`src/hw/cfl_pkg.sv`:
```
/*
  Shared constants for the configuration loader and fault-log guard:
  register offsets, field positions, command codes, status bits and phases.
  Assumes a 32-bit AXI4-Lite register bus with byte addresses.
*/
package cfl_pkg;
  localparam int ADDR_W = 8;
  localparam int DATA_W = 32;
  localparam int CNT_W  = 8;
  localparam int LOG_W  = 16;
  localparam int NSTAT  = 6;

  // Register byte offsets.
  localparam logic [ADDR_W-1:0] REG_CTRL     = 8'h00;
  localparam logic [ADDR_W-1:0] REG_CMD      = 8'h04;
  localparam logic [ADDR_W-1:0] REG_STATUS   = 8'h08;
  localparam logic [ADDR_W-1:0] REG_MASK     = 8'h0c;
  localparam logic [ADDR_W-1:0] REG_STATE    = 8'h10;
  localparam logic [ADDR_W-1:0] REG_INDEX    = 8'h14;
  localparam logic [ADDR_W-1:0] REG_RAM      = 8'h18;
  localparam logic [ADDR_W-1:0] REG_FLASH    = 8'h1c;
  localparam logic [ADDR_W-1:0] REG_LOG_SUM  = 8'h20;
  localparam logic [ADDR_W-1:0] REG_LOG_DATA = 8'h24;

  // Control fields and reset value of write protection.
  localparam int   CTRL_WP     = 0;
  localparam int   CTRL_ATTACH = 1;
  localparam logic WP_RST      = 1'b1;

  // Command frame fields.
  localparam int         CMD_CODE_LSB = 0;
  localparam int         CMD_PEC_LSB  = 8;
  localparam int         CMD_LEN_LSB  = 16;
  localparam logic [1:0] LEN_NO_PEC   = 2'h1;
  localparam logic [1:0] LEN_PEC      = 2'h2;

  // Command codes.
  localparam logic [7:0] CMD_ROM   = 8'hd9;
  localparam logic [7:0] CMD_STORE = 8'h11;
  localparam logic [7:0] CMD_ERASE = 8'hf0;
  localparam logic [7:0] CMD_RESET = 8'hf1;
  localparam logic [7:0] PEC_POLY  = 8'h07;
  localparam logic [7:0] PEC_INIT  = 8'h00;

  // Status bits (sticky, write one to clear).
  localparam int ST_ROM     = 0;
  localparam int ST_PEC     = 1;
  localparam int ST_REFUSED = 2;
  localparam int ST_CORRUPT = 3;
  localparam int ST_STORE   = 4;
  localparam int ST_IMAGE   = 5;

  // Live state register fields.
  localparam int SV_ROM     = 0;
  localparam int SV_PEND    = 1;
  localparam int SV_BUSY    = 2;
  localparam int SV_WP      = 3;
  localparam int SV_ERASED  = 4;
  localparam int SV_CNT_LSB = 8;

  localparam logic [DATA_W-1:0] ERASED_WORD = 32'hffffffff;
  localparam logic [1:0]        RESP_OKAY   = 2'h0;
  localparam logic [1:0]        RESP_SLVERR = 2'h2;

  typedef enum logic [2:0] {S_BOOT, S_CHECK, S_RUN, S_STORE, S_ERASE} cfl_phase_type;
endpackage : cfl_pkg

```
`src/hw/cfl_top.sv`:
```
/*
  Configuration loader and fault-log guard: working config memory, config
  flash with write protection, command decoder with optional PEC byte,
  and a checksummed fault log that is verified after every reset.
  Assumes an AXI4-Lite master on SYS_CLK and fault events from logic on the
  same clock. Flash, log and its count/checksum are not cleared by reset.
*/
// Notes on behaviour
// (RL1) A live update runs: clear write protection, erase flash, write the image, then reset.
// (RL2) After flash is rewritten the old config stays active and fault logging is off until reset.
// (RL3) Command D9h puts the device in ROM mode, doing nothing normal until a tool attaches.
// (RL4) Each command frame is accepted with or without a trailing PEC byte, told apart by its length.
// (RL5) The host should send PEC so a corrupted frame cannot pass as a valid command.
// (RL6) Every appended log entry updates the stored log checksum.
// (RL7) After each reset the log checksum is recomputed and a mismatch erases the whole log.
// (RL8) Host writes land in working memory and reach flash only through the store command; the code also writes image words at REG_FLASH straight to flash.
// (RL9) While write protection is on, every flash erase or write is refused and flash is unchanged.
`timescale 1ns/1ps
module cfl_top
  import cfl_pkg::*;
#(
  parameter int CFG_DEPTH = 16,
  parameter int LOG_DEPTH = 16
) (
  input  wire logic                      SYS_CLK,
  input  wire logic                      SYS_RST,
  input  wire logic [cfl_pkg::ADDR_W-1:0] S_AXI_AWADDR,
  input  wire logic                      S_AXI_AWVALID,
  output wire logic                      S_AXI_AWREADY,
  input  wire logic [cfl_pkg::DATA_W-1:0] S_AXI_WDATA,
  input  wire logic [3:0]                S_AXI_WSTRB,
  input  wire logic                      S_AXI_WVALID,
  output wire logic                      S_AXI_WREADY,
  output wire logic [1:0]                S_AXI_BRESP,
  output wire logic                      S_AXI_BVALID,
  input  wire logic                      S_AXI_BREADY,
  input  wire logic [cfl_pkg::ADDR_W-1:0] S_AXI_ARADDR,
  input  wire logic                      S_AXI_ARVALID,
  output wire logic                      S_AXI_ARREADY,
  output wire logic [cfl_pkg::DATA_W-1:0] S_AXI_RDATA,
  output wire logic [1:0]                S_AXI_RRESP,
  output wire logic                      S_AXI_RVALID,
  input  wire logic                      S_AXI_RREADY,
  input  wire logic                      FAULT_VALID,
  input  wire logic [cfl_pkg::LOG_W-1:0]  FAULT_CODE,
  output wire logic                      IRQ,
  output wire logic                      ROM_MODE,
  output wire logic                      LOG_SUPPRESS,
  output wire logic                      CFG_BUSY
);
  import cfl_pkg::*;

  localparam int CAW = $clog2(CFG_DEPTH);
  localparam int LAW = $clog2(LOG_DEPTH);

  typedef struct packed {
    cfl_phase_type     st;
    logic [CNT_W-1:0]  cnt;
    logic [LOG_W-1:0]  sum;
    logic              aw_got;
    logic [ADDR_W-1:0] awaddr;
    logic              w_got;
    logic [DATA_W-1:0] wdata;
    logic [3:0]        wstrb;
    logic              bvalid;
    logic [1:0]        bresp;
    logic              rvalid;
    logic [1:0]        rresp;
    logic [DATA_W-1:0] rdata;
    logic              wp;
    logic              rom;
    logic              pend;
    logic              erased;
    logic [NSTAT-1:0]  status;
    logic [NSTAT-1:0]  mask;
    logic [CNT_W-1:0]  index;
  } cfl_regs_type;

  cfl_regs_type state_ff;
  cfl_regs_type nxt_state;

  // Memories; contents survive reset like the nonvolatile parts they stand for.
  logic [DATA_W-1:0] cfg_ram   [CFG_DEPTH];
  logic [DATA_W-1:0] cfg_flash [CFG_DEPTH];
  logic [LOG_W-1:0]  log_mem   [LOG_DEPTH];
  logic [CNT_W-1:0]  nv_cnt_ff = '0;
  logic [LOG_W-1:0]  nv_sum_ff = '0;

  logic              ram_we, fl_we, log_we, nv_clr, nv_sum_we;
  logic [CAW-1:0]    ram_wa, fl_wa;
  logic [DATA_W-1:0] ram_wd, fl_wd, wv;
  logic [LOG_W-1:0]  nv_sum_wd;
  logic [NSTAT-1:0]  set_b, clr_b;
  logic              cmd_take, cmd_ok, pec_ok;
  logic [7:0]        cmd_code;
  logic [1:0]        cmd_len;

  // CRC-8 over the command byte; a frame with a bad PEC must never act.
  function automatic logic [7:0] crc8(input logic [7:0] d);
    logic [7:0] c;
    c = PEC_INIT ^ d;
    for (int i = 0; i < 8; i++) begin
      c = c[7] ? ((c << 1) ^ PEC_POLY) : (c << 1);
    end
    return c;
  endfunction : crc8

  function automatic logic [DATA_W-1:0] strb_merge(input logic [DATA_W-1:0] o, input logic [DATA_W-1:0] n,
                                                   input logic [3:0] s);
    logic [DATA_W-1:0] r;
    r = o;
    for (int b = 0; b < 4; b++) begin
      if (s[b]) r[b*8 +: 8] = n[b*8 +: 8];
    end
    return r;
  endfunction : strb_merge

  function automatic logic in_cfg(input logic [CNT_W-1:0] i);
    return i < CNT_W'(CFG_DEPTH);
  endfunction : in_cfg

  // Next-state logic: bus slave, command decoder, phase sequencer, log.
  always_comb begin
    nxt_state = state_ff;
    ram_we = 1'b0; ram_wa = '0; ram_wd = '0;
    fl_we = 1'b0; fl_wa = '0; fl_wd = '0;
    log_we = 1'b0; nv_clr = 1'b0; nv_sum_we = 1'b0; nv_sum_wd = '0;
    set_b = '0; clr_b = '0; cmd_take = 1'b0; cmd_ok = 1'b0;
    cmd_code = state_ff.wdata[CMD_CODE_LSB +: 8];
    cmd_len = state_ff.wdata[CMD_LEN_LSB +: 2];
    pec_ok = (cmd_len == LEN_NO_PEC) ||
             (cmd_len == LEN_PEC && state_ff.wdata[CMD_PEC_LSB +: 8] == crc8(cmd_code)); // [RL4]
    wv = '0;

    // Phase sequencer: boot copy, log check, store and erase walk one word a cycle.
    case (state_ff.st)
      S_BOOT: begin
        ram_we = 1'b1;
        ram_wa = state_ff.cnt[CAW-1:0];
        ram_wd = cfg_flash[state_ff.cnt[CAW-1:0]];
        nxt_state.cnt = state_ff.cnt + 1'b1;
        if (state_ff.cnt == CNT_W'(CFG_DEPTH - 1)) begin
          nxt_state.st = S_CHECK;
          nxt_state.cnt = '0;
          nxt_state.sum = '0;
        end
      end
      S_CHECK: begin
        if (state_ff.cnt >= nv_cnt_ff) begin
          if (state_ff.sum != nv_sum_ff) begin
            nv_clr = 1'b1;                                     // [RL7]
            set_b[ST_CORRUPT] = 1'b1;
          end
          nxt_state.st = S_RUN;
        end else begin
          nxt_state.sum = state_ff.sum + log_mem[state_ff.cnt[LAW-1:0]]; // [RL7]
          nxt_state.cnt = state_ff.cnt + 1'b1;
        end
      end
      S_STORE: begin
        fl_we = 1'b1;                                          // [RL8]
        fl_wa = state_ff.cnt[CAW-1:0];
        fl_wd = cfg_ram[state_ff.cnt[CAW-1:0]];
        nxt_state.cnt = state_ff.cnt + 1'b1;
        if (state_ff.cnt == CNT_W'(CFG_DEPTH - 1)) begin
          nxt_state.st = S_RUN;
          set_b[ST_STORE] = 1'b1;
        end
      end
      S_ERASE: begin
        fl_we = 1'b1;
        fl_wa = state_ff.cnt[CAW-1:0];
        fl_wd = ERASED_WORD;
        nxt_state.cnt = state_ff.cnt + 1'b1;
        if (state_ff.cnt == CNT_W'(CFG_DEPTH - 1)) begin
          nxt_state.st = S_RUN;
          nxt_state.erased = 1'b1;
        end
      end
      S_RUN: begin
        // A rewritten flash or ROM mode silences the log; a full log drops new faults.
        log_we = FAULT_VALID && !state_ff.pend && !state_ff.rom &&
                 nv_cnt_ff < CNT_W'(LOG_DEPTH);                // [RL2] [RL3] [RL6]
      end
      default: nxt_state.st = S_BOOT;
    endcase

    // Address and data channels are taken independently.
    if (S_AXI_AWVALID && !state_ff.aw_got && !state_ff.bvalid) begin
      nxt_state.aw_got = 1'b1;
      nxt_state.awaddr = S_AXI_AWADDR;
    end
    if (S_AXI_WVALID && !state_ff.w_got && !state_ff.bvalid) begin
      nxt_state.w_got = 1'b1;
      nxt_state.wdata = S_AXI_WDATA;
      nxt_state.wstrb = S_AXI_WSTRB;
    end
    if (state_ff.bvalid && S_AXI_BREADY) nxt_state.bvalid = 1'b0;
    if (state_ff.rvalid && S_AXI_RREADY) nxt_state.rvalid = 1'b0;

    // Register write, once both halves are held.
    if (state_ff.aw_got && state_ff.w_got && !state_ff.bvalid) begin
      nxt_state.aw_got = 1'b0;
      nxt_state.w_got = 1'b0;
      nxt_state.bvalid = 1'b1;
      nxt_state.bresp = RESP_OKAY;
      case (state_ff.awaddr)
        REG_CTRL: begin
          wv = strb_merge({{(DATA_W-1){1'b0}}, state_ff.wp}, state_ff.wdata, state_ff.wstrb);
          nxt_state.wp = wv[CTRL_WP];
          if (wv[CTRL_ATTACH]) nxt_state.rom = 1'b0;           // [RL3]
        end
        REG_CMD: cmd_take = 1'b1;
        REG_STATUS: clr_b = state_ff.wdata[NSTAT-1:0] & {NSTAT{state_ff.wstrb[0]}};
        REG_MASK: begin
          wv = strb_merge({{(DATA_W-NSTAT){1'b0}}, state_ff.mask}, state_ff.wdata, state_ff.wstrb);
          nxt_state.mask = wv[NSTAT-1:0];
        end
        REG_INDEX: begin
          wv = strb_merge({{(DATA_W-CNT_W){1'b0}}, state_ff.index}, state_ff.wdata, state_ff.wstrb);
          nxt_state.index = wv[CNT_W-1:0];
        end
        REG_RAM: begin
          if (state_ff.st == S_RUN && !state_ff.rom && in_cfg(state_ff.index)) begin
            ram_we = 1'b1;                                     // [RL8]
            ram_wa = state_ff.index[CAW-1:0];
            ram_wd = strb_merge(cfg_ram[state_ff.index[CAW-1:0]], state_ff.wdata, state_ff.wstrb);
          end else begin
            nxt_state.bresp = RESP_SLVERR;
          end
        end
        REG_FLASH: begin
          // Image words go only into an erased, unprotected flash.
          if (state_ff.st == S_RUN && !state_ff.rom && !state_ff.wp &&
              state_ff.erased && in_cfg(state_ff.index)) begin   // [RL1] [RL9]
            fl_we = 1'b1;
            fl_wa = state_ff.index[CAW-1:0];
            fl_wd = state_ff.wdata;
            nxt_state.index = state_ff.index + 1'b1;
            nxt_state.pend = 1'b1;                              // [RL2]
            set_b[ST_IMAGE] = 1'b1;
          end else begin
            set_b[ST_REFUSED] = 1'b1;
            nxt_state.bresp = RESP_SLVERR;
          end
        end
        REG_LOG_SUM: begin
          nv_sum_we = 1'b1;
          nv_sum_wd = state_ff.wdata[LOG_W-1:0];
        end
        default: nxt_state.bresp = RESP_SLVERR;
      endcase
    end

    // Command frames act only while running.
    if (cmd_take) begin
      if (state_ff.st != S_RUN) begin
        nxt_state.bresp = RESP_SLVERR;
      end else if (!pec_ok) begin
        set_b[ST_PEC] = 1'b1;                                  // [RL4]
      end else begin
        cmd_ok = 1'b1;
      end
    end
    if (cmd_ok) begin
      case (cmd_code)
        CMD_ROM: begin
          nxt_state.rom = 1'b1;                                // [RL3]
          set_b[ST_ROM] = 1'b1;
        end
        CMD_STORE, CMD_ERASE: begin
          if (state_ff.rom || state_ff.wp) begin                // [RL9]
            set_b[ST_REFUSED] = 1'b1;
            nxt_state.bresp = RESP_SLVERR;
          end else begin
            nxt_state.st = (cmd_code == CMD_STORE) ? S_STORE : S_ERASE;
            nxt_state.cnt = '0;
            if (cmd_code == CMD_ERASE) nxt_state.pend = 1'b1;  // [RL2]
          end
        end
        CMD_RESET: begin
          if (state_ff.rom) begin
            nxt_state.bresp = RESP_SLVERR;
          end else begin
            // Soft reset restarts the boot copy with protection on but keeps status, mask and index; the new image loads now.
            nxt_state.st = S_BOOT;                             // [RL1]
            nxt_state.cnt = '0;
            nxt_state.pend = 1'b0;
            nxt_state.erased = 1'b0;
            nxt_state.wp = WP_RST;
          end
        end
        default: nxt_state.bresp = RESP_OKAY;
      endcase
    end

    // Read path, one answer outstanding at a time.
    if (S_AXI_ARVALID && !state_ff.rvalid) begin
      nxt_state.rvalid = 1'b1;
      nxt_state.rresp = RESP_OKAY;
      nxt_state.rdata = '0;
      case (S_AXI_ARADDR)
        REG_CTRL: nxt_state.rdata[CTRL_WP] = state_ff.wp;
        REG_CMD: nxt_state.rdata = '0;
        REG_STATUS: nxt_state.rdata[NSTAT-1:0] = state_ff.status;
        REG_MASK: nxt_state.rdata[NSTAT-1:0] = state_ff.mask;
        REG_STATE: begin
          nxt_state.rdata[SV_ROM] = state_ff.rom;
          nxt_state.rdata[SV_PEND] = state_ff.pend;
          nxt_state.rdata[SV_BUSY] = state_ff.st != S_RUN;
          nxt_state.rdata[SV_WP] = state_ff.wp;
          nxt_state.rdata[SV_ERASED] = state_ff.erased;
          nxt_state.rdata[SV_CNT_LSB +: CNT_W] = nv_cnt_ff;
        end
        REG_INDEX: nxt_state.rdata[CNT_W-1:0] = state_ff.index;
        REG_RAM: if (in_cfg(state_ff.index)) nxt_state.rdata = cfg_ram[state_ff.index[CAW-1:0]];
        REG_FLASH: if (in_cfg(state_ff.index)) nxt_state.rdata = cfg_flash[state_ff.index[CAW-1:0]];
        REG_LOG_SUM: nxt_state.rdata[LOG_W-1:0] = nv_sum_ff;
        REG_LOG_DATA: begin
          if (state_ff.index < CNT_W'(LOG_DEPTH)) nxt_state.rdata[LOG_W-1:0] = log_mem[state_ff.index[LAW-1:0]];
        end
        default: nxt_state.rresp = RESP_SLVERR;
      endcase
    end

    // A new event wins over a clear in the same cycle.
    nxt_state.status = (state_ff.status & ~clr_b) | set_b;
  end

  // State register; reset starts the boot copy with protection on.
  always_ff @(posedge SYS_CLK) begin
    if (SYS_RST) begin
      state_ff <= '0;
      state_ff.st <= S_BOOT;
      state_ff.wp <= WP_RST;
    end else begin
      state_ff <= nxt_state;
    end
  end

  // Memories and the stored log count and checksum.
  always_ff @(posedge SYS_CLK) begin
    if (ram_we) cfg_ram[ram_wa] <= ram_wd;
    if (fl_we) cfg_flash[fl_wa] <= fl_wd;
    if (log_we) log_mem[nv_cnt_ff[LAW-1:0]] <= FAULT_CODE;
    if (nv_clr) begin
      nv_cnt_ff <= '0;                                          // [RL7]
      nv_sum_ff <= '0;
    end else if (log_we) begin
      nv_cnt_ff <= nv_cnt_ff + 1'b1;
      nv_sum_ff <= nv_sum_ff + FAULT_CODE;                      // [RL6]
    end else if (nv_sum_we) begin
      nv_sum_ff <= nv_sum_wd;
    end
  end

  assign S_AXI_AWREADY = !state_ff.aw_got && !state_ff.bvalid;
  assign S_AXI_WREADY  = !state_ff.w_got && !state_ff.bvalid;
  assign S_AXI_BVALID  = state_ff.bvalid;
  assign S_AXI_BRESP   = state_ff.bresp;
  assign S_AXI_ARREADY = !state_ff.rvalid;
  assign S_AXI_RVALID  = state_ff.rvalid;
  assign S_AXI_RDATA   = state_ff.rdata;
  assign S_AXI_RRESP   = state_ff.rresp;
  assign IRQ           = |(state_ff.status & state_ff.mask);
  assign ROM_MODE      = state_ff.rom;
  assign LOG_SUPPRESS  = state_ff.pend || state_ff.rom;
  assign CFG_BUSY      = state_ff.st != S_RUN;

  // Checks on the behaviour above.
  property p_pend_quiet;
    @(posedge SYS_CLK) disable iff (SYS_RST) state_ff.pend |-> !log_we;
  endproperty
  a_pend_quiet: assert property (p_pend_quiet) else $error("log written while update pending"); // [RL2]
  property p_pend_hold;
    @(posedge SYS_CLK) disable iff (SYS_RST) (state_ff.pend && !(cmd_ok && cmd_code == CMD_RESET)) |=> state_ff.pend;
  endproperty
  a_pend_hold: assert property (p_pend_hold) else $error("pending update dropped without reset"); // [RL2]
  property p_rom_entry;
    @(posedge SYS_CLK) disable iff (SYS_RST) (cmd_ok && cmd_code == CMD_ROM) |=> (ROM_MODE && LOG_SUPPRESS);
  endproperty
  a_rom_entry: assert property (p_rom_entry) else $error("rom command did not enter rom mode"); // [RL3]
  property p_pec_bad;
    @(posedge SYS_CLK) disable iff (SYS_RST) (cmd_take && state_ff.st == S_RUN && !pec_ok) |-> !cmd_ok ##1 state_ff.status[ST_PEC];
  endproperty
  a_pec_bad: assert property (p_pec_bad) else $error("bad pec frame acted on"); // [RL4]
  property p_no_pec;
    @(posedge SYS_CLK) disable iff (SYS_RST) (cmd_take && state_ff.st == S_RUN && cmd_len == LEN_NO_PEC) |-> cmd_ok;
  endproperty
  a_no_pec: assert property (p_no_pec) else $error("frame without pec refused"); // [RL4]
  property p_sum_track;
    @(posedge SYS_CLK) disable iff (SYS_RST) log_we |=> nv_sum_ff == LOG_W'($past(nv_sum_ff) + $past(FAULT_CODE));
  endproperty
  a_sum_track: assert property (p_sum_track) else $error("log checksum not updated"); // [RL6]
  property p_corrupt;
    @(posedge SYS_CLK) disable iff (SYS_RST)
      (state_ff.st == S_CHECK && state_ff.cnt >= nv_cnt_ff && state_ff.sum != nv_sum_ff)
      |=> (nv_cnt_ff == '0 && state_ff.status[ST_CORRUPT] && state_ff.st == S_RUN);
  endproperty
  a_corrupt: assert property (p_corrupt) else $error("corrupt log not erased"); // [RL7]
  property p_store;
    @(posedge SYS_CLK) disable iff (SYS_RST) (state_ff.st == S_RUN && fl_we) |-> state_ff.erased;
  endproperty
  a_store: assert property (p_store) else $error("flash written outside store or image path"); // [RL8] [RL1]
  property p_wp;
    @(posedge SYS_CLK) disable iff (SYS_RST) (state_ff.st == S_RUN && state_ff.wp) |-> !fl_we ##1 state_ff.st != S_ERASE;
  endproperty
  a_wp: assert property (p_wp) else $error("flash changed under write protection"); // [RL9]

  c_rom: cover property (@(posedge SYS_CLK) cmd_ok && cmd_code == CMD_ROM);
  c_corrupt: cover property (@(posedge SYS_CLK) nv_clr);
  c_store: cover property (@(posedge SYS_CLK) set_b[ST_STORE]);
  c_image: cover property (@(posedge SYS_CLK) set_b[ST_IMAGE]);
endmodule : cfl_top

```
`config.mk`:
```
export PLATFORM = sky130hd
export DESIGN_NAME = cfl_top
export DESIGN_NICKNAME = d
export VERILOG_FILES = /design/src/hw/cfl_pkg.sv /design/src/hw/cfl_top.sv
export SDC_FILE = /design/constraint.sdc
export NUM_CORES = 2
export LEC_CHECK = 0
export BUFFER_PORTS_ARGS = -buffer_cell sky130_fd_sc_hd__clkbuf_2
export CAP_MARGIN = 20
export CORE_UTILIZATION = 25
export DETAILED_ROUTE_END_ITERATION = 12
export GPL_ROUTABILITY_DRIVEN = 0
export PLACE_DENSITY_LB_ADDON = 0.05
export SETUP_SLACK_MARGIN = 0.2
export SYNTH_ARGS = -nofsm -noshare
export SYNTH_HDL_FRONTEND = slang
export SYNTH_SLANG_ARGS = --single-unit
```
`constraint.sdc`:
```
create_clock -name SYS_CLK -period 5.7 [get_ports SYS_CLK]
set_input_delay 1.71 -clock SYS_CLK [delete_from_list [all_inputs] [get_ports SYS_CLK]]
set_output_delay 1.71 -clock SYS_CLK [all_outputs]
set_load 0.01 [all_outputs]
```
==> qor.txt <==
antenna viol nets, final -> 0
Std-Cell Core Area -> 273000 sq um
share of flip-flops with an asynchronous set or reset -> 0%
WP buf/inv -> 2
WS Path Type -> flip-flop to flip-flop
fraction of synthesized area in multiplexers -> 26.9%
Min Hold Slack -> 459 ps
vias in the first global route -> 41400
Port Buffers -> 119
Worst IR Drop VDD -> 0.214 mV
drt total wl -> 267000 microns
Rel. slew slack -> 20.1%
GRT Total Usage -> 19.0%
flops & latches, synth -> 1442
xor/xnor share of the synthesized area -> 0.735%
via/cell ratio -> 5.14
die height -> 526 microns
Sink Count -> 1442
Fillers -> 26900
Hold Fails Final Rpt -> 0
Simple-Gate Fraction of Synth Area -> 3.87%
Synth Area in Adders -> 0.970%
Mapped Area -> 68600 sq um
clk root buf -> clkbuf_16
compound-gate portion of the synthesized area -> 4.47%
max frequency -> 232 MHz
critical-path cell list -> nor3b_2, inv_1, or4_2, nor3b_1, a21oi_1, nor2_4, buf_4
# hold bufs at CTS -> 0
Reg clk slew, reported paths -> 60 ps
Layout Area Growth over Synthesis -> 17.1%
PostCTS Resize Cnt -> 0
first-pass GRT wire length -> 363000 microns
Rows -> 192
Remaining Overflow, GRT -> 0
skew final -> 73.6 ps
number of I/O pins -> 121
post-placement cell count -> 7407
number of enable flip-flop cells after synthesis -> 1280
Min-Delay Path Class -> flip-flop to flip-flop
Register Area -> 41700 sq um
outcome -> complete, no violations
max-slew violation count -> 0
main combinational cell family by area after synthesis -> multiplexers
Seq/Total Area, Yosys -> 60.7%
R2R setup slack -> 1390 ps
Critical Path AT -> 4810 ps
area of the multi-input gates -> 25800 sq um
Critical Path RT -> 6200 ps
Detailed Place HPWL -> 172000 microns
Synth warnings -> 0
nets -> 4138
clk_lat worst skew -> 850 ps
TNS Setup -> 0 ps
predominant post-synthesis flop cell -> edfxtp_1
wire per inst -> 34.4 microns
Initial Util -> 25.1%
CTS tree -> built
Die X -> 526 microns
Crit Path Max Fanout -> 17
RSZ-0062 raised after global routing -> false
pwr dens -> 318 nW/um^2
# DRC -> 0
CTS max path bufs -> 4
die area -> 277000 sq um
Synth cell types -> 71
worst slew pin tran -> 1200 ps
Mapped Cells -> 3840
Final Setup Violations -> 0
H-tree Lvls -> 4
final worst path period share -> 75.5%
CP endpoint kind -> flip-flop
initial antenna violation count -> 24
Period minus WS final -> 4310 ps
non-filler cells, final -> 7754
share of cells above drive strength 1 -> 34.5%
syn avg cell area -> 17.9 sq um
TritonCTS buffer count -> 188
Leak Pwr -> 24.0 nW
Iter 0 DRT Violations -> 3510
pre-CTS setup slack -> 1230 ps
Vias -> 39900
crit-path max cell delay -> 930 ps
largest net degree at the start of global routing -> 111
Startpoint Class -> flip-flop
MaxCap Viol Count -> 0
final worst setup slack -> 1390 ps
Post-CTS Setup Inserts -> 0
Pre-Repair DR Iteration Count -> 7
syn_nets -> 3968
Crit-path slowest cell -> or4_2
CP delay by family, top -> simple AND/OR/NAND/NOR gates
==> registers in the layout, summed over array words and instances, names as in the netlist, named ones only <==
register and flops:
ROM_MODE 1, S_AXI_BRESP 2, S_AXI_BVALID 1, S_AXI_RDATA 32, S_AXI_RRESP 1, S_AXI_RVALID 1
cfg_flash 512, cfg_ram 512, cmd_code 8, cmd_len 2, log_mem 256, nv_cnt_ff 8
nv_sum_ff 16, state_ff 86
==> layout make-up <==
| class | instances | area share (%) |
|---|---|---|
| Sequential cell | 1442 | 51.9 |
| Multi-Input combinational cell | 2045 | 32.1 |
| Timing Repair Buffer | 298 | 3.09 |
| Clock inverter | 98 | 0.996 |
| Inverter | 35 | 0.163 |
| Antenna cell | 10 | 0.0311 |
| Tap cell | 3589 | 5.59 |
| Clock buffer | 237 | 6.17 |
==> per-stage QoR <==
| step | total power, mW | instance area [sq um] | util, % |
|---|---|---|---|
| 2_1_floorplan | 13.3 | 68600 | - |
| 3_3_place_gp | 14.4 | 74500 | 27.3 |
| 3_5_place_dp | 14.4 | 74600 | 27.3 |
| 4_1_cts | 26.0 | 80300 | 29.4 |
| 5_1_grt | 26.4 | 80400 | 29.4 |
| 6_report | 25.5 | 80400 | 29.4 |
==> cells by family (layout without fill, tap and decap cells) <==
logic type                 Yosys count  in the layout
AOI/OAI and AO/OA                  461            461
xor gates and xnor gates            56             56
other                                1             11
adders and majority gates           52             52
buffers and inverters              353            668
DFF                               1442           1442
muxes                              883            883
and+or+nand+nor                    592            592
==> cells in the mapped netlist, drive strengths merged (8+ instances only) <==
cell type     n  area [sq um]
edfxtp     1280         38400
mux4        768         17300
nand2       226           848
nor2        182           683
dfxtp       162          3240
buf         161           850
clkbuf      157           591
a21oi       127           636
o21ai        89           445
mux2i        81           811
a22oi        52           390
ha           50           626
a211oi       41           308
nand3        36           180
inv          35           131
a221o        34           340
mux2         34           383
xnor2        31           272
nor3         27           146
nor2b        24           150
xor2         24           210
o211ai       21           158
and3         18           113
nor4         15          93.8
a21o         14           105
nand2b       12          75.1
nand4        12          75.1
o21a         10          75.1
and2          9          56.3
or3           9          56.3
a222oi        8          80.1
a31oi         8          50.1
==> cell usage in the layout (no fill, tap or decap), types with 35 or more instances in the layout <==
master     Yosys  routed
edfxtp_1    1280    1280
mux4_2       768     768
nand2_1      226     224
clkbuf_16      0     190
dfxtp_1      162     154
nor2_1       182     137
buf_4         42     135
a21oi_1      127     127
clkbuf_2       1     118
mux2i_1       81      81
o21ai_0       82      55
a22oi_1       52      52
ha_1          50      50
clkbuf_1     156      44
clkinv_1       0      43
buf_12         0      42
a211oi_1      41      40
nand3_1       36      36
inv_1         35      35
==> final timing paths <==
| check | start | to | cells past startpoint |
|---|---|---|---|
| max | state_ff[133] | cfg_ram[5][30] | 7 |
| min | state_ff[79] | state_ff[79] | 2 |
| max reg2reg | state_ff[133] | cfg_ram[5][30] | 7 |
| min reg2reg | state_ff[79] | state_ff[79] | 2 |
==> routing by layer <==
layer	vias up	share of wire (%)	track usage, %
met4	2	2.3	4.36
li1	16500	-	-
met3	280	5.1	3.29
met2	1099	45	29.3
met1	22000	47	27.8
met5	-	0.0030	0
==> report_power, final <==
group	switching [mW]	internal [mW]	total (mW)
logic	1.37	0.862	2.23
clock network	4.77	6.66	11.4
registers	0.195	11.7	11.9
total	6.34	19.2	25.5
==> worst register-to-register path, delay by kind of cell (launching register included) <==
family / cells / cell delay [ps]
DFF: 1 / 530
AOI/OAI and AO/OA: 1 / 210
buffers and inverters: 2 / 640
and+or+nand+nor: 4 / 2550
No activity file was read; power rests on OpenSTA's default activity.
